==> src/design/agd_defines.vh <==
// agd_defines.vh: offsets, field positions, reset values and codes for the
// general control and output format control registers.
// assumes an internal register port driven by the serial front end.
//
// Summary of operation
// - rms enable write clears results, restarts
// - check enable adds and verifies crc
// - statistics enable clears, then updates statistics
// - comparator held reset while enable zero
// - conversion trigger reads back as zero
// - normal mode converts at 9th edge, stretches
// - trigger write converts without clock stretching
// - force analog overrides pin configuration
// - offset trim bit clears when done
// - soft reset restores defaults, sets brownout
// - constant code outputs fixed 0xA5A
// - tag select chooses appended data
// - reserved format bits read zero
// - crc error blocks writes except 0x00/0x01
// - brownout flag cleared only by writing one
`ifndef AGD_DEFINES_VH
`define AGD_DEFINES_VH
`define AGD_ADDR_STATUS      8'h00
`define AGD_ADDR_GEN_CTRL    8'h01
`define AGD_ADDR_FMT_CTRL    8'h02
`define AGD_GEN_RESET        8'h00
`define AGD_FMT_RESET        8'h00
`define AGD_STATUS_RSVD      8'h80
`define AGD_BIT_RMS_UNIT_ENABLE       7
`define AGD_BIT_CRC_EN       6
`define AGD_BIT_STATISTICS_ENABLE     5
`define AGD_BIT_WINDOW_EN    4
`define AGD_BIT_CONV_TRIG    3
`define AGD_BIT_FORCE_ANA    2
`define AGD_BIT_OFFSET_CAL   1
`define AGD_BIT_SOFT_RST     0
`define AGD_BIT_CONST_CODE   7
`define AGD_TAG_HI           5
`define AGD_TAG_LO           4
`define AGD_FMT_WR_MASK      8'hB0
`define AGD_BIT_CRC_ERR      1
`define AGD_BIT_BROWNOUT     0
`define AGD_CONST_CODE       12'hA5A
`define AGD_TAG_NONE         2'h0
`define AGD_TAG_CHAN         2'h1
`define AGD_TAG_FLAGS        2'h2
`define AGD_SRST_CYCLES      4'h4
`endif

==> src/design/agd_config.v <==
// agd_config.v: general control and output format control register bank.
// assumes an internal byte register port from the serial front end, one
// cycle write strobe, and completion signals from the adc core.
`timescale 1ns/10ps
`include "agd_defines.vh"
module agd_config (
  input  wire        mclk_in,                 // 100 MHz clock
  input  wire        rst_n_in,                // async reset, low
  input  wire        reg_wr_in,               // write strobe, one cycle
  input  wire        reg_rd_in,               // read strobe, one cycle
  input  wire [7:0]  reg_addr_in,             // register address
  input  wire [7:0]  reg_wdata_in,            // write data
  input  wire        crc_err_set_in,          // inbound crc error seen
  input  wire        brownout_in,             // brownout or power cycle event
  input  wire        cal_done_in,             // offset calibration finished
  input  wire        frame_ninth_fall_in,     // 9th falling scl edge, pulse
  input  wire        conv_busy_in,            // conversion or averaging busy
  input  wire [11:0] adc_code_in,             // conversion result
  input  wire [3:0]  chan_id_in,              // channel of result
  input  wire [3:0]  status_flags_in,         // four status flags
  input  wire [7:0]  pin_cfg_in,              // pin config, 1 = gpio
  output reg  [7:0]  reg_rdata_out,           // read data
  output reg         rms_unit_enable_out,     // rms unit on
  output reg         rms_clear_out,           // clear rms results, pulse
  output reg         crc_enable_out,          // crc gen and check on
  output reg         statistics_enable_out,   // statistics updating on
  output reg         stats_clear_out,         // clear statistics, pulse
  output reg         window_comparator_rst_n_out, // comparator reset, low
  output reg         conv_start_out,          // start conversion, pulse
  output reg         scl_stretch_out,         // hold scl low
  output reg [7:0]   pin_cfg_eff_out,         // effective pin config
  output reg         offset_cal_start_out,    // launch calibration, pulse
  output reg         soft_reset_out,          // reset to rest of device
  output reg [15:0]  data_word_out,           // result with tag
  output reg [1:0]   tag_select_out           // tag field
);
  //////////////////////////////////////////////////////////////////////////
  reg  [7:0] gen_r;
  reg  [7:0] fmt_r;
  reg        crc_err_r;
  reg        brownout_flag_r;
  reg        trig_lvl_r;
  reg        srst_lvl_r;
  reg  [3:0] srst_cnt_r;
  reg        stretch_mode_r;
  localparam STR_IDLE  = 3'h1;
  localparam STR_START = 3'h2;
  localparam STR_BUSY  = 3'h4;
  reg  [2:0] brown_sync_r;
  reg  [2:0] str_state_r;
  reg  [2:0] str_state_nxt;
  wire       trig_pulse;
  wire       srst_pulse;
  wire       wr_blocked = crc_err_r && (reg_addr_in != `AGD_ADDR_STATUS)
                          && (reg_addr_in != `AGD_ADDR_GEN_CTRL);
  wire       wr_gen = reg_wr_in && !wr_blocked && (reg_addr_in == `AGD_ADDR_GEN_CTRL);
  wire       wr_fmt = reg_wr_in && !wr_blocked && (reg_addr_in == `AGD_ADDR_FMT_CTRL);
  wire       wr_sts = reg_wr_in && (reg_addr_in == `AGD_ADDR_STATUS);
  wire       srst_busy = (srst_cnt_r != 4'h0);
  wire       brownout_seen = brown_sync_r[1] & brown_sync_r[2];

  agd_pulse u_trig (
    .mclk_in   (mclk_in),
    .rst_n_in  (rst_n_in),
    .level_in  (trig_lvl_r),
    .pulse_out (trig_pulse)
  );
  agd_pulse u_srst (
    .mclk_in   (mclk_in),
    .rst_n_in  (rst_n_in),
    .level_in  (srst_lvl_r),
    .pulse_out (srst_pulse)
  );

  //////////////////////////////////////////////////////////////////////////
  // brownout detector runs off the clock: three flops, an event counts
  // once the second and third are both high
  always @(posedge mclk_in or negedge rst_n_in) begin
    if (!rst_n_in) begin
      brown_sync_r <= 3'h0;
    end else begin
      brown_sync_r <= {brown_sync_r[1:0], brownout_in};
    end
  end

  //////////////////////////////////////////////////////////////////////////
  // scl hold: one cycle while the start pulse reaches the core, then until
  // the core drops busy; the core raises busy the cycle after a start
  always @* begin
    str_state_nxt = str_state_r;
    case (str_state_r)
      STR_IDLE: begin
        if (stretch_mode_r && frame_ninth_fall_in) begin
          str_state_nxt = STR_START;
        end
      end
      STR_START: begin
        str_state_nxt = STR_BUSY;
      end
      STR_BUSY: begin
        if (!conv_busy_in || !stretch_mode_r) begin
          str_state_nxt = STR_IDLE;
        end
      end
      default: begin
        str_state_nxt = STR_IDLE;
      end
    endcase
  end

  always @(posedge mclk_in or negedge rst_n_in) begin
    if (!rst_n_in) begin
      str_state_r <= STR_IDLE;
    end else begin
      str_state_r <= str_state_nxt;
    end
  end

  //////////////////////////////////////////////////////////////////////////
  // register state
  always @(posedge mclk_in or negedge rst_n_in) begin
    if (!rst_n_in) begin
      gen_r           <= `AGD_GEN_RESET;
      fmt_r           <= `AGD_FMT_RESET;
      crc_err_r       <= 1'b0;
      brownout_flag_r <= 1'b1;
      trig_lvl_r      <= 1'b0;
      srst_lvl_r      <= 1'b0;
      srst_cnt_r      <= 4'h0;
      stretch_mode_r  <= 1'b1;
    end else begin
      trig_lvl_r <= wr_gen && !srst_busy && reg_wdata_in[`AGD_BIT_CONV_TRIG];
      srst_lvl_r <= wr_gen && !srst_busy && reg_wdata_in[`AGD_BIT_SOFT_RST];
      if (srst_pulse) begin
        srst_cnt_r <= `AGD_SRST_CYCLES;
      end else if (srst_busy) begin
        srst_cnt_r <= srst_cnt_r - 4'h1;
      end
      if (srst_busy) begin
        gen_r          <= `AGD_GEN_RESET;
        fmt_r          <= `AGD_FMT_RESET;
        crc_err_r      <= 1'b0;
        stretch_mode_r <= 1'b1;
        if (srst_cnt_r == 4'h1) begin
          brownout_flag_r <= 1'b1;
        end
      end else begin
        if (wr_gen) begin
          gen_r[7:4] <= reg_wdata_in[7:4];
          gen_r[`AGD_BIT_FORCE_ANA] <= reg_wdata_in[`AGD_BIT_FORCE_ANA];
          stretch_mode_r <= ~reg_wdata_in[`AGD_BIT_CONV_TRIG];
        end
        // an unrelated write must not swallow the done pulse
        if (wr_gen && reg_wdata_in[`AGD_BIT_OFFSET_CAL]) begin
          gen_r[`AGD_BIT_OFFSET_CAL] <= 1'b1;
        end else if (cal_done_in) begin
          gen_r[`AGD_BIT_OFFSET_CAL] <= 1'b0;
        end
        gen_r[`AGD_BIT_CONV_TRIG] <= 1'b0;
        gen_r[`AGD_BIT_SOFT_RST]  <= 1'b0;
        if (wr_fmt) begin
          fmt_r <= reg_wdata_in & `AGD_FMT_WR_MASK;
        end
        if (crc_err_set_in) begin
          crc_err_r <= 1'b1;
        end else if (wr_sts && reg_wdata_in[`AGD_BIT_CRC_ERR]) begin
          crc_err_r <= 1'b0;
        end
        if (brownout_seen) begin
          brownout_flag_r <= 1'b1;
        end else if (wr_sts && reg_wdata_in[`AGD_BIT_BROWNOUT]) begin
          brownout_flag_r <= 1'b0;
        end
      end
    end
  end

  //////////////////////////////////////////////////////////////////////////
  // outputs
  reg [15:0] data_nxt;
  always @* begin
    data_nxt = {adc_code_in, 4'h0};
    if (fmt_r[`AGD_BIT_CONST_CODE]) begin
      data_nxt[15:4] = `AGD_CONST_CODE;
    end
    case (fmt_r[`AGD_TAG_HI:`AGD_TAG_LO])
      `AGD_TAG_CHAN:  data_nxt[3:0] = chan_id_in;
      `AGD_TAG_FLAGS: data_nxt[3:0] = status_flags_in;
      default:        data_nxt[3:0] = 4'h0;
    endcase
  end

  always @(posedge mclk_in or negedge rst_n_in) begin
    if (!rst_n_in) begin
      reg_rdata_out               <= 8'h00;
      rms_unit_enable_out         <= 1'b0;
      rms_clear_out               <= 1'b0;
      crc_enable_out              <= 1'b0;
      statistics_enable_out       <= 1'b0;
      stats_clear_out             <= 1'b0;
      window_comparator_rst_n_out <= 1'b0;
      conv_start_out              <= 1'b0;
      scl_stretch_out             <= 1'b0;
      pin_cfg_eff_out             <= 8'h00;
      offset_cal_start_out        <= 1'b0;
      soft_reset_out              <= 1'b0;
      data_word_out               <= 16'h0000;
      tag_select_out              <= 2'h0;
    end else begin
      if (reg_rd_in) begin
        case (reg_addr_in)
          `AGD_ADDR_STATUS:   reg_rdata_out <= `AGD_STATUS_RSVD | {6'h00, crc_err_r, brownout_flag_r};
          `AGD_ADDR_GEN_CTRL: reg_rdata_out <= gen_r & 8'hF6;
          `AGD_ADDR_FMT_CTRL: reg_rdata_out <= fmt_r & `AGD_FMT_WR_MASK;
          default:            reg_rdata_out <= 8'h00;
        endcase
      end
      rms_unit_enable_out   <= gen_r[`AGD_BIT_RMS_UNIT_ENABLE];
      rms_clear_out         <= wr_gen && !srst_busy && reg_wdata_in[`AGD_BIT_RMS_UNIT_ENABLE];
      crc_enable_out        <= gen_r[`AGD_BIT_CRC_EN];
      statistics_enable_out <= gen_r[`AGD_BIT_STATISTICS_ENABLE];
      stats_clear_out       <= wr_gen && !srst_busy && reg_wdata_in[`AGD_BIT_STATISTICS_ENABLE];
      window_comparator_rst_n_out <= gen_r[`AGD_BIT_WINDOW_EN];
      conv_start_out        <= trig_pulse || (stretch_mode_r && frame_ninth_fall_in);
      scl_stretch_out       <= (str_state_nxt != STR_IDLE);
      pin_cfg_eff_out       <= gen_r[`AGD_BIT_FORCE_ANA] ? 8'h00 : pin_cfg_in;
      offset_cal_start_out  <= wr_gen && !srst_busy && reg_wdata_in[`AGD_BIT_OFFSET_CAL];
      soft_reset_out        <= srst_busy;
      data_word_out         <= data_nxt;
      tag_select_out        <= fmt_r[`AGD_TAG_HI:`AGD_TAG_LO];
    end
  end
endmodule // agd_config

==> src/design/agd_pulse.v <==
// agd_pulse.v: one-cycle pulse on the rising edge of a level.
// assumes level is synchronous to mclk_in.
`timescale 1ns/10ps
module agd_pulse (
  input  wire mclk_in,    // clock
  input  wire rst_n_in,   // async reset, low
  input  wire level_in,   // level to watch
  output reg  pulse_out   // one-cycle pulse
);
  reg last_r;
  always @(posedge mclk_in or negedge rst_n_in) begin
    if (!rst_n_in) begin
      last_r    <= 1'b0;
      pulse_out <= 1'b0;
    end else begin
      last_r    <= level_in;
      pulse_out <= level_in & ~last_r;
    end
  end
endmodule // agd_pulse

==> config.mk <==
export PLATFORM = sky130hd
export DESIGN_NAME = agd_config
export DESIGN_NICKNAME = d
export VERILOG_FILES = /design/src/design/agd_config.v /design/src/design/agd_pulse.v
export VERILOG_INCLUDE_DIRS = /design/src /design/src/design
export SDC_FILE = /design/constraint.sdc
export NUM_CORES = 1
export LEC_CHECK = 0
export ABC_AREA = 1
export ABC_CLOCK_PERIOD_IN_PS = 2820
export BUFFER_PORTS_ARGS = -buffer_cell sky130_fd_sc_hd__clkbuf_2
export CORE_MARGIN = 3
export CORE_UTILIZATION = 53
export CTS_CLUSTER_DIAMETER = 30
export DETAILED_ROUTE_END_ITERATION = 10
export PLACE_DENSITY = 0.95
export SETUP_SLACK_MARGIN = 0.1
export SYNTH_ARGS = -nofsm -noshare
export SYNTH_HDL_FRONTEND = slang
export SYNTH_SLANG_ARGS = --single-unit
==> constraint.sdc <==
create_clock -name mclk_in -period 2.82 [get_ports mclk_in]
set_input_delay 0.846 -clock mclk_in [delete_from_list [all_inputs] [get_ports mclk_in]]
set_output_delay 0.846 -clock mclk_in [all_outputs]
set_load 0.02 [all_outputs]
==> impl_results.html, run 1 <==
<table>
<tr><th>Metric</th><th>Value</th></tr>
<tr><th colspan="2">Outcome</th></tr>
<tr><td>Outcome</td><td>finished clean</td></tr>
<tr><th colspan="2">Place</th></tr>
<tr><td>Total cell area at the placement stage</td><td>0.00333 sq mm</td></tr>
<tr><td>Placed wire-length estimate after detailed placement</td><td>4590 um</td></tr>
<tr><td>Pre-CTS setup slack</td><td>966 ps</td></tr>
<tr><td>Inst Count DP</td><td>431</td></tr>
<tr><td>Global placer's final weighted congestion</td><td>0.945</td></tr>
<tr><td>Port buffer count</td><td>95</td></tr>
<tr><th colspan="2">Clock network</th></tr>
<tr><td>Clock slew at the register clock pins of the worst setup and hold paths</td><td>80 ps</td></tr>
<tr><td>Count of buffers added by post-CTS timing repair for setup</td><td>0</td></tr>
<tr><td>Total clock buffers created by CTS</td><td>9</td></tr>
<tr><td>Sinks on the clock net</td><td>71</td></tr>
<tr><td>Clock root cell</td><td>clkbuf_8</td></tr>
<tr><td>CTS Hold Buffers Added</td><td>0</td></tr>
<tr><td>H-tree depth</td><td>3</td></tr>
<tr><td>Clock latency on the worst-skew pair</td><td>330 ps</td></tr>
<tr><td>TritonCTS clock tree</td><td>built</td></tr>
<tr><td>Maximum count of clock buffers along a single path</td><td>2</td></tr>
<tr><td># resized after CTS</td><td>0</td></tr>
<tr><th colspan="2">Timing</th></tr>
<tr><td>Setup repair after global routing missed its margin</td><td>false</td></tr>
<tr><td>Worst clock skew</td><td>8.08 ps</td></tr>
<tr><td>Post-route worst setup slack</td><td>1100 ps</td></tr>
<tr><td>Min Clock Period, post-route</td><td>1720 ps</td></tr>
<tr><td>Number of hold violations in the final report</td><td>0</td></tr>
<tr><td>Max Freq</td><td>582 MHz</td></tr>
<tr><td>Tcrit/Tclk final</td><td>60.9%</td></tr>
<tr><td>Number of max-slew violations in the final report</td><td>0</td></tr>
<tr><td>Final setup fails</td><td>0</td></tr>
<tr><td>Total negative slack</td><td>0 ps</td></tr>
<tr><td>Worst hold slack across all endpoints</td><td>355 ps</td></tr>
<tr><th colspan="2">Worst setup path</th></tr>
<tr><td>Delay of the slowest cell on the worst path</td><td>390 ps</td></tr>
<tr><td>Family with the most delay on the worst path</td><td>flip-flops</td></tr>
<tr><td>Crit-path cells</td><td>clkbuf_2</td></tr>
<tr><td>WP buf/inv</td><td>1</td></tr>
<tr><td>Startpoint type of the worst setup path</td><td>flip-flop</td></tr>
<tr><td>Slowest library cell on the worst path</td><td>dfrtp_1</td></tr>
<tr><td>CP Max Fanout</td><td>2</td></tr>
<tr><td>Required time of the critical path</td><td>1970 ps</td></tr>
<tr><td>Capturing element type of the critical path</td><td>output port</td></tr>
<tr><td>Data arrival time of the worst path</td><td>870 ps</td></tr>
<tr><td>Worst Setup Path Type</td><td>reg2out</td></tr>
<tr><th colspan="2">Layout</th></tr>
<tr><td>Share of cells above drive strength 1</td><td>37.6%</td></tr>
<tr><td>Storage element area</td><td>0.00178 sq mm</td></tr>
<tr><td>Final instance area</td><td>0.00356 sq mm</td></tr>
<tr><td>Non-Filler Instances</td><td>447</td></tr>
<tr><td>Filler cells</td><td>367</td></tr>
<tr><td>Net count, final</td><td>432</td></tr>
<tr><td>Synthesis-to-layout area growth</td><td>28.6%</td></tr>
<tr><td>Combined area of the multi-input logic cells</td><td>763 sq um</td></tr>
<tr><td>N_diodes</td><td>0</td></tr>
<tr><th colspan="2">GRT</th></tr>
<tr><td>Number of antenna violations at the first check in global routing</td><td>0</td></tr>
<tr><td>Via count of the first global-routing pass</td><td>2107</td></tr>
<tr><td>Global-route wire length before repair</td><td>9460 um</td></tr>
<tr><td>Pin count of the biggest net entering global routing</td><td>29</td></tr>
<tr><td>Global-route usage over all layers</td><td>20.0%</td></tr>
<tr><td>Overflow left after global routing</td><td>0</td></tr>
<tr><th colspan="2">Hold path</th></tr>
<tr><td>Hold/Removal Path Class</td><td>reg2reg</td></tr>
<tr><th colspan="2">Route</th></tr>
<tr><td>Wirelength, routed</td><td>5790 um</td></tr>
<tr><td>Pre-antenna DRT Iters</td><td>4</td></tr>
<tr><td>Detailed router's first-iteration violation count</td><td>130</td></tr>
<tr><td>Drt via density</td><td>4.75</td></tr>
<tr><td>Total vias in the final route</td><td>2123</td></tr>
<tr><td>Residual antenna-violating net count after detailed routing</td><td>0</td></tr>
<tr><td>Post-detailed-route DRC marker count</td><td>0</td></tr>
<tr><td>Wire length per cell</td><td>12.9 um</td></tr>
<tr><th colspan="2">Yosys</th></tr>
<tr><td>Count of unique library cells instantiated by Yosys</td><td>28</td></tr>
<tr><td>Post-synthesis instance area</td><td>0.00277 sq mm</td></tr>
<tr><td>Fraction of the yosys area taken by sequential cells</td><td>64.4%</td></tr>
<tr><td>Nets in the synthesized netlist</td><td>329</td></tr>
<tr><td>Register bit total from synthesis</td><td>71</td></tr>
<tr><td>Yosys Warn Count</td><td>0</td></tr>
<tr><td>Syn Area/Cell</td><td>10.2 sq um</td></tr>
<tr><td>Post-synthesis cell count</td><td>272</td></tr>
<tr><th colspan="2">Die</th></tr>
<tr><td>Floorplan die height</td><td>78.2 um</td></tr>
<tr><td>Number of rows in the core area</td><td>25</td></tr>
<tr><td>Die Outline Area</td><td>0.00612 sq mm</td></tr>
<tr><td>Die X-Extent</td><td>78.2 um</td></tr>
<tr><td>Effective utilization at floorplan</td><td>56.7%</td></tr>
<tr><td>Core outline area</td><td>0.00488 sq mm</td></tr>
<tr><td>Count of pins on the block boundary</td><td>97</td></tr>
<tr><th colspan="2">Power and ir drop</th></tr>
<tr><td>Leakage</td><td>1.99 nW</td></tr>
<tr><td>Power density relative to cell area</td><td>685 mW/mm^2</td></tr>
<tr><td>Peak ir drop on the vdd network</td><td>0.543 mV</td></tr>
<tr><th colspan="2">Flow run</th></tr>
<tr><td>Number of max-cap violations</td><td>0</td></tr>
</table>
## through the flow
step / util (%) / total power [W]
6_report: 72.9 / 0.00244
5_1_grt: 72.9 / 0.00256
4_1_cts: 72.9 / 0.00246
3_5_place_dp: 68.2 / 0.00155
3_3_place_gp: 68.2 / 0.00152
2_1_floorplan: - / 0.00141
## cells in the mapped netlist, drive strengths merged
cell / count / area (sq um)
dfstp: 3 / 78.8
clkinv: 1 / 5.00
ha: 4 / 50.1
nand2: 49 / 214
or2: 6 / 37.5
nor4: 1 / 6.26
o31ai: 1 / 7.51
inv: 51 / 191
a21oi: 4 / 20.0
nand3: 24 / 143
o22ai: 2 / 12.5
nand4: 4 / 25.0
nor2: 33 / 163
dfrtp: 68 / 1700
xor2: 1 / 8.76
o21ai: 13 / 65.1
o211ai: 1 / 7.51
buf: 2 / 15.0
conb: 1 / 3.75
clkbuf: 3 / 11.3
## cell type report
cell class                 count  share of cell area [%]
inverter                      52                    5.52
timing repair buffer          97                    14.1
tap                           67                    2.36
clock buffer                  12                    4.36
sequential                    71                    50.0
multi-input combinational    144                    21.4
clock inverter                 4                    2.14
## final timing paths
path / to / slack, ps / start / cells past startpoint
min: brown_sync_r[1] / 360 / brown_sync_r[0] / 0
min reg2reg: brown_sync_r[1] / 360 / brown_sync_r[0] / 0
max in group asynchronous: data_word_out[10] / 1680 / rst_n_in / 2
min in group asynchronous: gen_r[4] / 460 / rst_n_in / 1
max: reg_rdata_out[0] / 1100 / reg_rdata_out[0] / 1
max reg2reg: gen_r[5] / 1200 / srst_cnt_r[0] / 8
## state kept, by name (all words and copies together) (netlist names), 2 cells and up
signal / count
data_word_out: 16
pin_cfg_eff_out: 8
reg_rdata_out: 7
gen_r: 6
srst_cnt_r: 4
brown_sync_r: 3
fmt_r: 3
str_state_r: 3
tag_select_out: 2
## layout by cell type, fill, tap and decap left out
| cell type | count |
|---|---|
| o21ai_1 | 3 |
| nand3_1 | 21 |
| a21oi_1 | 4 |
| nand2_1 | 41 |
| dfrtp_1 | 68 |
| inv_6 | 1 |
| nor2_1 | 29 |
| clkinvlp_4 | 1 |
| o211ai_1 | 1 |
| o31ai_1 | 1 |
| inv_2 | 6 |
| buf_2 | 1 |
| or2_2 | 6 |
| dfstp_2 | 3 |
| nand2_2 | 6 |
| nand4_1 | 4 |
| nand2_4 | 2 |
| nand3_2 | 2 |
| buf_4 | 1 |
| buf_12 | 1 |
| clkinv_2 | 1 |
| xor2_1 | 1 |
| nand3_4 | 1 |
| conb_1 | 1 |
| clkbuf_1 | 1 |
| bufinv_16 | 2 |
| nor2_8 | 1 |
| ha_1 | 4 |
| clkbuf_8 | 11 |
| o22ai_1 | 2 |
| o21ai_0 | 10 |
| clkbuf_2 | 94 |
| inv_1 | 45 |
| nor4_1 | 1 |
| nor2_4 | 3 |
## kinds of logic after synthesis
logic type      Yosys count  share of synthesized area [%]
compound gates           21                           4.07
xor+xnor                  1                          0.317
fa+ha+maj                 4                           1.81
buf+inv                  57                           8.05
flops                    71                           64.4
other cells               1                          0.136
simple gates            117                           21.3
## power breakdown
group | total (W) | switching (W) | internal, W
sequential | 0.00115 | 0.0000443 | 0.00110
clock | 0.000915 | 0.000365 | 0.000550
combinational | 0.000378 | 0.000251 | 0.000127
total | 0.00244 | 0.000660 | 0.00178
## layer usage
layer | track usage [%] | vias up | wire (um)
met2 | 36.6 | 69 | 3100
li1 | - | 1036 | -
met4 | 7.87 | 0 | 72
met1 | 23.0 | 1012 | 2290
met3 | 3.90 | 6 | 320
met5 | 0 | - | 0
Power figures use the tool's default switching activity.
==> inputs of run 2 (changes only) <==
Settings changed: ABC_CLOCK_PERIOD_IN_PS 2820 to 1500, CORE_UTILIZATION 53 to 44, PLACE_DENSITY 0.95 to 0.87.
Clock period 2.82 ns to 1.5 ns, I/O delays scaled along.
==> run 2 against run 1 <==
  * First-iteration DRC count fell by 21%
  * Total power grew 94%
  * Count of clock-buffer cells in the layout is 2 higher
  * Register-to-register slack worse by 1000 ps
  * Sequential power is 88% higher
  * Wire length decreased by 2.6%
  * Utilization fell by 12 points
  * Largest cell class unchanged
==> impl_results.html, run 2 (synthesized netlist as in run 1, its figures left out) <==
<table>
<tr><th>Metric</th><th>Value</th></tr>
<tr><th colspan="2">Layout</th></tr>
<tr><td>Combined area of the multi-input logic cells</td><td>776 sq um</td></tr>
<tr><td>Synthesis-to-layout area growth</td><td>31.0%</td></tr>
<tr><td>Most frequent standard cell in the layout excluding fill and tap cells</td><td>clkbuf_2</td></tr>
<tr><td>Share of cells above drive strength 1</td><td>38.7%</td></tr>
<tr><td>Final cell utilization of the core</td><td>60.5%</td></tr>
<tr><td>Leading cell types in the layout, fill and taps excluded</td><td>clkbuf_2 (94), dfrtp_1 (68), inv_1 (43), nand2_1 (41), nor2_1 (29)</td></tr>
<tr><td>Net count, final</td><td>434</td></tr>
<tr><td>Non-Filler Instances</td><td>457</td></tr>
<tr><td>Largest register by flop count</td><td>data_word_out</td></tr>
<tr><td>Filler cells</td><td>501</td></tr>
<tr><td>Number of flip-flops in the largest register</td><td>16</td></tr>
<tr><td>N_diodes</td><td>0</td></tr>
<tr><td>Registers with the most flip-flops</td><td>data_word_out: 16 flops, pin_cfg_eff_out: 8 flops, reg_rdata_out: 7 flops</td></tr>
<tr><td>Storage element area</td><td>0.00178 sq mm</td></tr>
<tr><th colspan="2">Route</th></tr>
<tr><td>Detailed router's first-iteration violation count</td><td>103</td></tr>
<tr><td>Drt via density</td><td>4.65</td></tr>
<tr><td>Residual antenna-violating net count after detailed routing</td><td>0</td></tr>
<tr><td>Pre-antenna DRT Iters</td><td>4</td></tr>
<tr><td>Total vias in the final route</td><td>2126</td></tr>
<tr><td>Wire length per cell</td><td>12.3 um</td></tr>
<tr><td>Post-detailed-route DRC marker count</td><td>0</td></tr>
<tr><td>Wirelength, routed</td><td>5640 um</td></tr>
<tr><th colspan="2">Worst setup path</th></tr>
<tr><td>Data arrival time of the worst path</td><td>900 ps</td></tr>
<tr><td>Cell count along the critical path</td><td>1</td></tr>
<tr><td>WP buf/inv</td><td>1</td></tr>
<tr><td>Worst Setup Path Type</td><td>reg2out</td></tr>
<tr><td>Family with the most delay on the worst path</td><td>flip-flops</td></tr>
<tr><td>Delay of the slowest cell on the worst path</td><td>400 ps</td></tr>
<tr><td>Required time of the critical path</td><td>1050 ps</td></tr>
<tr><td>CP Max Fanout</td><td>2</td></tr>
<tr><td>Worst-case reg-to-reg path depth</td><td>7</td></tr>
<tr><td>Slowest library cell on the worst path</td><td>dfrtp_1</td></tr>
<tr><td>Capturing element type of the critical path</td><td>output port</td></tr>
<tr><td>Startpoint type of the worst setup path</td><td>flip-flop</td></tr>
<tr><td>Crit-path cells</td><td>clkbuf_2</td></tr>
<tr><th colspan="2">Die</th></tr>
<tr><td>Core outline area</td><td>0.00599 sq mm</td></tr>
<tr><td>Number of rows in the core area</td><td>28</td></tr>
<tr><td>Die X-Extent</td><td>85.3 um</td></tr>
<tr><td>Count of pins on the block boundary</td><td>97</td></tr>
<tr><td>Effective utilization at floorplan</td><td>46.2%</td></tr>
<tr><td>Floorplan die height</td><td>85.3 um</td></tr>
<tr><td>Die Outline Area</td><td>0.00727 sq mm</td></tr>
<tr><th colspan="2">Power and ir drop</th></tr>
<tr><td>Leakage</td><td>2.01 nW</td></tr>
<tr><td>Post-layout power</td><td>0.00474 W</td></tr>
<tr><td>Peak ir drop on the vdd network</td><td>0.578 mV</td></tr>
<tr><td>Power density relative to cell area</td><td>1310 mW/mm^2</td></tr>
<tr><th colspan="2">Timing</th></tr>
<tr><td>Max Freq</td><td>742 MHz</td></tr>
<tr><td>Number of max-slew violations in the final report</td><td>0</td></tr>
<tr><td>Tcrit/Tclk final</td><td>89.8%</td></tr>
<tr><td>Number of hold violations in the final report</td><td>0</td></tr>
<tr><td>Total negative slack</td><td>0 ps</td></tr>
<tr><td>Setup repair after global routing missed its margin</td><td>false</td></tr>
<tr><td>Min Clock Period, post-route</td><td>1350 ps</td></tr>
<tr><td>Worst clock skew</td><td>3.96 ps</td></tr>
<tr><td>Final setup fails</td><td>0</td></tr>
<tr><th colspan="2">Clock network</th></tr>
<tr><td>Clock latency on the worst-skew pair</td><td>340 ps</td></tr>
<tr><td>Total clock buffers created by CTS</td><td>9</td></tr>
<tr><td>CTS Hold Buffers Added</td><td>0</td></tr>
<tr><td>Maximum count of clock buffers along a single path</td><td>2</td></tr>
<tr><td>TritonCTS clock tree</td><td>built</td></tr>
<tr><td>H-tree depth</td><td>3</td></tr>
<tr><td>Clock root cell</td><td>clkbuf_8</td></tr>
<tr><td>Sinks on the clock net</td><td>71</td></tr>
<tr><td>Clock slew at the register clock pins of the worst setup and hold paths</td><td>60 ps</td></tr>
<tr><th colspan="2">Place</th></tr>
<tr><td>Global placer's final weighted congestion</td><td>0.826</td></tr>
<tr><td>Port buffer count</td><td>95</td></tr>
<tr><td>Placed wire-length estimate after detailed placement</td><td>4260 um</td></tr>
<tr><td>Inst Count DP</td><td>440</td></tr>
<tr><th colspan="2">GRT</th></tr>
<tr><td>Number of antenna violations at the first check in global routing</td><td>0</td></tr>
<tr><td>Pin count of the biggest net entering global routing</td><td>35</td></tr>
<tr><td>Global-route usage over all layers</td><td>16.8%</td></tr>
<tr><td>Global-route wire length before repair</td><td>9470 um</td></tr>
<tr><td>Via count of the first global-routing pass</td><td>2124</td></tr>
<tr><td>Overflow left after global routing</td><td>0</td></tr>
<tr><th colspan="2">Flow run</th></tr>
<tr><td>Number of max-cap violations</td><td>0</td></tr>
<tr><th colspan="2">Outcome</th></tr>
<tr><td>Outcome</td><td>finished clean</td></tr>
<tr><th colspan="2">Hold path</th></tr>
<tr><td>Hold/Removal Path Class</td><td>in2async</td></tr>
</table>
## run 2: cell types whose count changed in the layout (fill, tap and decap cells not counted)
cell        previous run  this run
ha_1                   4         3
clkinvlp_4             1         0
buf_4                  1         2
clkbuf_8              11        13
inv_1                 45        43
buf_12                 1         2
ha_4                   0         1
inv_2                  6         7
## run 2: worst paths after layout
path,startpoint,endpoint,slack (ps)
max,reg_rdata_out[6],reg_rdata_out[6],150
min,rst_n_in,reg_rdata_out[1],20
max reg2reg,srst_cnt_r[1],fmt_r[5],190
min reg2reg,brown_sync_r[0],brown_sync_r[1],350
max in group asynchronous,rst_n_in,str_state_r[0],950
min in group mclk_in,brownout_in,brown_sync_r[0],210
## run 2: final cells by class
type | instances | area share, %
Sequential cell | 71 | 49.1
Multi-Input combinational cell | 144 | 21.4
Clock inverter | 2 | 1.66
Timing Repair Buffer | 99 | 14.6
Tap cell | 75 | 2.59
Clock buffer | 14 | 5.04
Inverter | 52 | 5.56
## run 2: per-layer routing
metal  share of wire (%)  global-route usage, %
met1                  41                   20.2
met2                  48                   26.4
met3                 9.2                   6.99
met4                 2.1                   7.19
met5                   0                      0
## run 2: what timing repair did
action / 4_1_cts / 5_1_grt
endpoints found under the setup margin: 8 / 8
buffers inserted: 0 / 1
gates resized for setup: 2 / 4
## run 2: per-stage QoR
step / area, sq um / hold slack, ps / setup slack [ps]
2_1_floorplan: 2770 / 154 / 239
3_3_place_gp: 3360 / 334 / 150
3_5_place_dp: 3360 / 336 / 61.1
4_1_cts: 3600 / 12.8 / 109
5_1_grt: 3620 / 10.5 / 87.4
6_report: 3620 / 17.8 / 153
## run 2: where the power goes
part | switching, W | leakage (nW) | internal [W]
Sequential | 0.0000843 | 0.912 | 0.00207
Clock | 0.000662 | 0.123 | 0.00112
Combinational | 0.000496 | 0.977 | 0.000304
==> inputs of run 3 (changes only) <==
Settings changed: MAX_ROUTING_LAYER from default to met4.
==> run 3 against run 2 <==
  * Sequential power hardly changed
  * Critical path depth stayed put
  * Combinational power about the same
  * Non-clock buffer count did not move
  * Die area unchanged
  * First-iteration DRC count rose by 17%
  * Clock skew grew 0.58 ps
  * Count of clock-buffer cells in the layout unchanged
  * Sequential share of layout area is the same
  * Setup slack better by 3.7 ps
  * Sequential cell count unchanged
  * Largest cell class unchanged
==> impl_results.html, run 3 (synthesized netlist as in run 1, its figures left out) <==
<table>
<tr><th>Metric</th><th>Value</th></tr>
<tr><th colspan="2">Die</th></tr>
<tr><td>Die Outline Area</td><td>0.00727 sq mm</td></tr>
<tr><td>Die X-Extent</td><td>85.3 um</td></tr>
<tr><td>Floorplan die height</td><td>85.3 um</td></tr>
<tr><td>Count of pins on the block boundary</td><td>97</td></tr>
<tr><td>Core outline area</td><td>0.00599 sq mm</td></tr>
<tr><td>Number of rows in the core area</td><td>28</td></tr>
<tr><td>Effective utilization at floorplan</td><td>46.2%</td></tr>
<tr><th colspan="2">Hold path</th></tr>
<tr><td>Hold/Removal Path Class</td><td>in2async</td></tr>
<tr><th colspan="2">Clock network</th></tr>
<tr><td>Total clock buffers created by CTS</td><td>9</td></tr>
<tr><td>Clock root cell</td><td>clkbuf_8</td></tr>
<tr><td>CTS Hold Buffers Added</td><td>0</td></tr>
<tr><td>TritonCTS clock tree</td><td>built</td></tr>
<tr><td>Clock latency on the worst-skew pair</td><td>340 ps</td></tr>
<tr><td>H-tree depth</td><td>3</td></tr>
<tr><td>Sinks on the clock net</td><td>71</td></tr>
<tr><td>Maximum count of clock buffers along a single path</td><td>2</td></tr>
<tr><td>Clock slew at the register clock pins of the worst setup and hold paths</td><td>60 ps</td></tr>
<tr><th colspan="2">Layout</th></tr>
<tr><td>Most frequent standard cell in the layout excluding fill and tap cells</td><td>clkbuf_2</td></tr>
<tr><td>Registers with the most flip-flops</td><td>data_word_out: 16 flops, pin_cfg_eff_out: 8 flops, reg_rdata_out: 7 flops</td></tr>
<tr><td>Share of cells above drive strength 1</td><td>38.7%</td></tr>
<tr><td>Synthesis-to-layout area growth</td><td>31.0%</td></tr>
<tr><td>N_diodes</td><td>0</td></tr>
<tr><td>Leading cell types in the layout, fill and taps excluded</td><td>clkbuf_2 (94), dfrtp_1 (68), inv_1 (43), nand2_1 (41), nor2_1 (29)</td></tr>
<tr><td>Number of flip-flops in the largest register</td><td>16</td></tr>
<tr><td>Net count, final</td><td>434</td></tr>
<tr><td>Largest register by flop count</td><td>data_word_out</td></tr>
<tr><th colspan="2">GRT</th></tr>
<tr><td>Via count of the first global-routing pass</td><td>2116</td></tr>
<tr><td>Number of antenna violations at the first check in global routing</td><td>0</td></tr>
<tr><td>Pin count of the biggest net entering global routing</td><td>35</td></tr>
<tr><td>Overflow left after global routing</td><td>0</td></tr>
<tr><td>Global-route wire length before repair</td><td>9460 um</td></tr>
<tr><td>Global-route usage over all layers</td><td>17.2%</td></tr>
<tr><th colspan="2">Worst setup path</th></tr>
<tr><td>Required time of the critical path</td><td>1050 ps</td></tr>
<tr><td>WP buf/inv</td><td>1</td></tr>
<tr><td>Family with the most delay on the worst path</td><td>flip-flops</td></tr>
<tr><td>Worst Setup Path Type</td><td>reg2out</td></tr>
<tr><td>Data arrival time of the worst path</td><td>890 ps</td></tr>
<tr><td>Crit-path cells</td><td>clkbuf_2</td></tr>
<tr><td>CP Max Fanout</td><td>2</td></tr>
<tr><td>Slowest library cell on the worst path</td><td>dfrtp_1</td></tr>
<tr><td>Capturing element type of the critical path</td><td>output port</td></tr>
<tr><td>Delay of the slowest cell on the worst path</td><td>400 ps</td></tr>
<tr><td>Startpoint type of the worst setup path</td><td>flip-flop</td></tr>
<tr><th colspan="2">Outcome</th></tr>
<tr><td>Outcome</td><td>finished clean</td></tr>
<tr><th colspan="2">Timing</th></tr>
<tr><td>Tcrit/Tclk final</td><td>89.6%</td></tr>
<tr><td>Post-route worst setup slack</td><td>157 ps</td></tr>
<tr><td>Min Clock Period, post-route</td><td>1340 ps</td></tr>
<tr><td>Number of hold violations in the final report</td><td>0</td></tr>
<tr><td>Setup repair after global routing missed its margin</td><td>false</td></tr>
<tr><td>Final setup fails</td><td>0</td></tr>
<tr><td>Number of max-slew violations in the final report</td><td>0</td></tr>
<tr><td>Worst clock skew</td><td>4.54 ps</td></tr>
<tr><td>Total negative slack</td><td>0 ps</td></tr>
<tr><td>Max Freq</td><td>744 MHz</td></tr>
<tr><th colspan="2">Route</th></tr>
<tr><td>Post-detailed-route DRC marker count</td><td>0</td></tr>
<tr><td>Total vias in the final route</td><td>2112</td></tr>
<tr><td>Detailed router's first-iteration violation count</td><td>120</td></tr>
<tr><td>Drt via density</td><td>4.62</td></tr>
<tr><td>Wire length per cell</td><td>12.3 um</td></tr>
<tr><td>Wirelength, routed</td><td>5620 um</td></tr>
<tr><td>Pre-antenna DRT Iters</td><td>4</td></tr>
<tr><td>Residual antenna-violating net count after detailed routing</td><td>0</td></tr>
<tr><th colspan="2">Power and ir drop</th></tr>
<tr><td>Leakage</td><td>2.01 nW</td></tr>
<tr><td>Post-layout power</td><td>0.00474 W</td></tr>
<tr><td>Peak ir drop on the vdd network</td><td>0.578 mV</td></tr>
<tr><td>Power density relative to cell area</td><td>1310 mW/mm^2</td></tr>
<tr><th colspan="2">Flow run</th></tr>
<tr><td>Number of max-cap violations</td><td>0</td></tr>
<tr><th colspan="2">Place</th></tr>
<tr><td>Pre-CTS setup slack</td><td>61.1 ps</td></tr>
<tr><td>Placed wire-length estimate after detailed placement</td><td>4260 um</td></tr>
<tr><td>Port buffer count</td><td>95</td></tr>
<tr><td>Global placer's final weighted congestion</td><td>0.839</td></tr>
</table>
[run 3: final timing paths]
path	start	end	slack (ps)	cells after the start
max	reg_rdata_out[6]	reg_rdata_out[6]	160	1
min	rst_n_in	reg_rdata_out[1]	20	1
max reg2reg	srst_cnt_r[1]	fmt_r[5]	190	7
min reg2reg	brown_sync_r[0]	brown_sync_r[1]	350	0
max in group asynchronous	rst_n_in	str_state_r[0]	950	2
min in group mclk_in	brownout_in	brown_sync_r[0]	210	1
[run 3: area by class of cell]
type                       count  area (sq um)
tap                           75          93.8
fill                         501          2370
sequential                    71          1780
timing repair buffer          99           531
inverter                      52           201
clock inverter                 2          60.1
clock buffer                  14           183
multi-input combinational    144           776
[run 3: per-layer routing]
metal  vias to the layer above  track usage [%]  wire [um]
li1                       1040                -          -
met1                       983             20.7       2370
met2                        75             26.4       2690
met3                        14             5.24        419
met4                         0             8.06        132
met5                         -                -          0
[run 3: worst reg2reg max path: stages, from the launching register on]
cell     delay (ps)
dfrtp_1         380
inv_1           130
ha_4            180
nand3_4         130
inv_6           110
buf_4           140
nand4_1         110
nand2_1          80
[run 3: what timing repair did]
item / CTS / global route
endpoints found under the setup margin: 8 / 8
gates resized for setup: 2 / 4
setup buffers: 0 / 1
[run 3: power breakdown]
part | total (W) | internal, W | switching (W)
Combinational | 0.000799 | 0.000304 | 0.000495
Clock | 0.00178 | 0.00112 | 0.000662
Sequential | 0.00216 | 0.00207 | 0.0000840
[run 3: per-stage QoR]
stage               util, %  instance area [sq um]  hold slack (ps)  instances
finish                 60.5                   3620             20.5        457
global route           60.5                   3620             14.8        457
CTS                    60.2                   3600             12.8        456
detailed placement     56.0                   3360              336        440
global placement       56.0                   3360              334        440
floorplan                 -                   2770              154        272
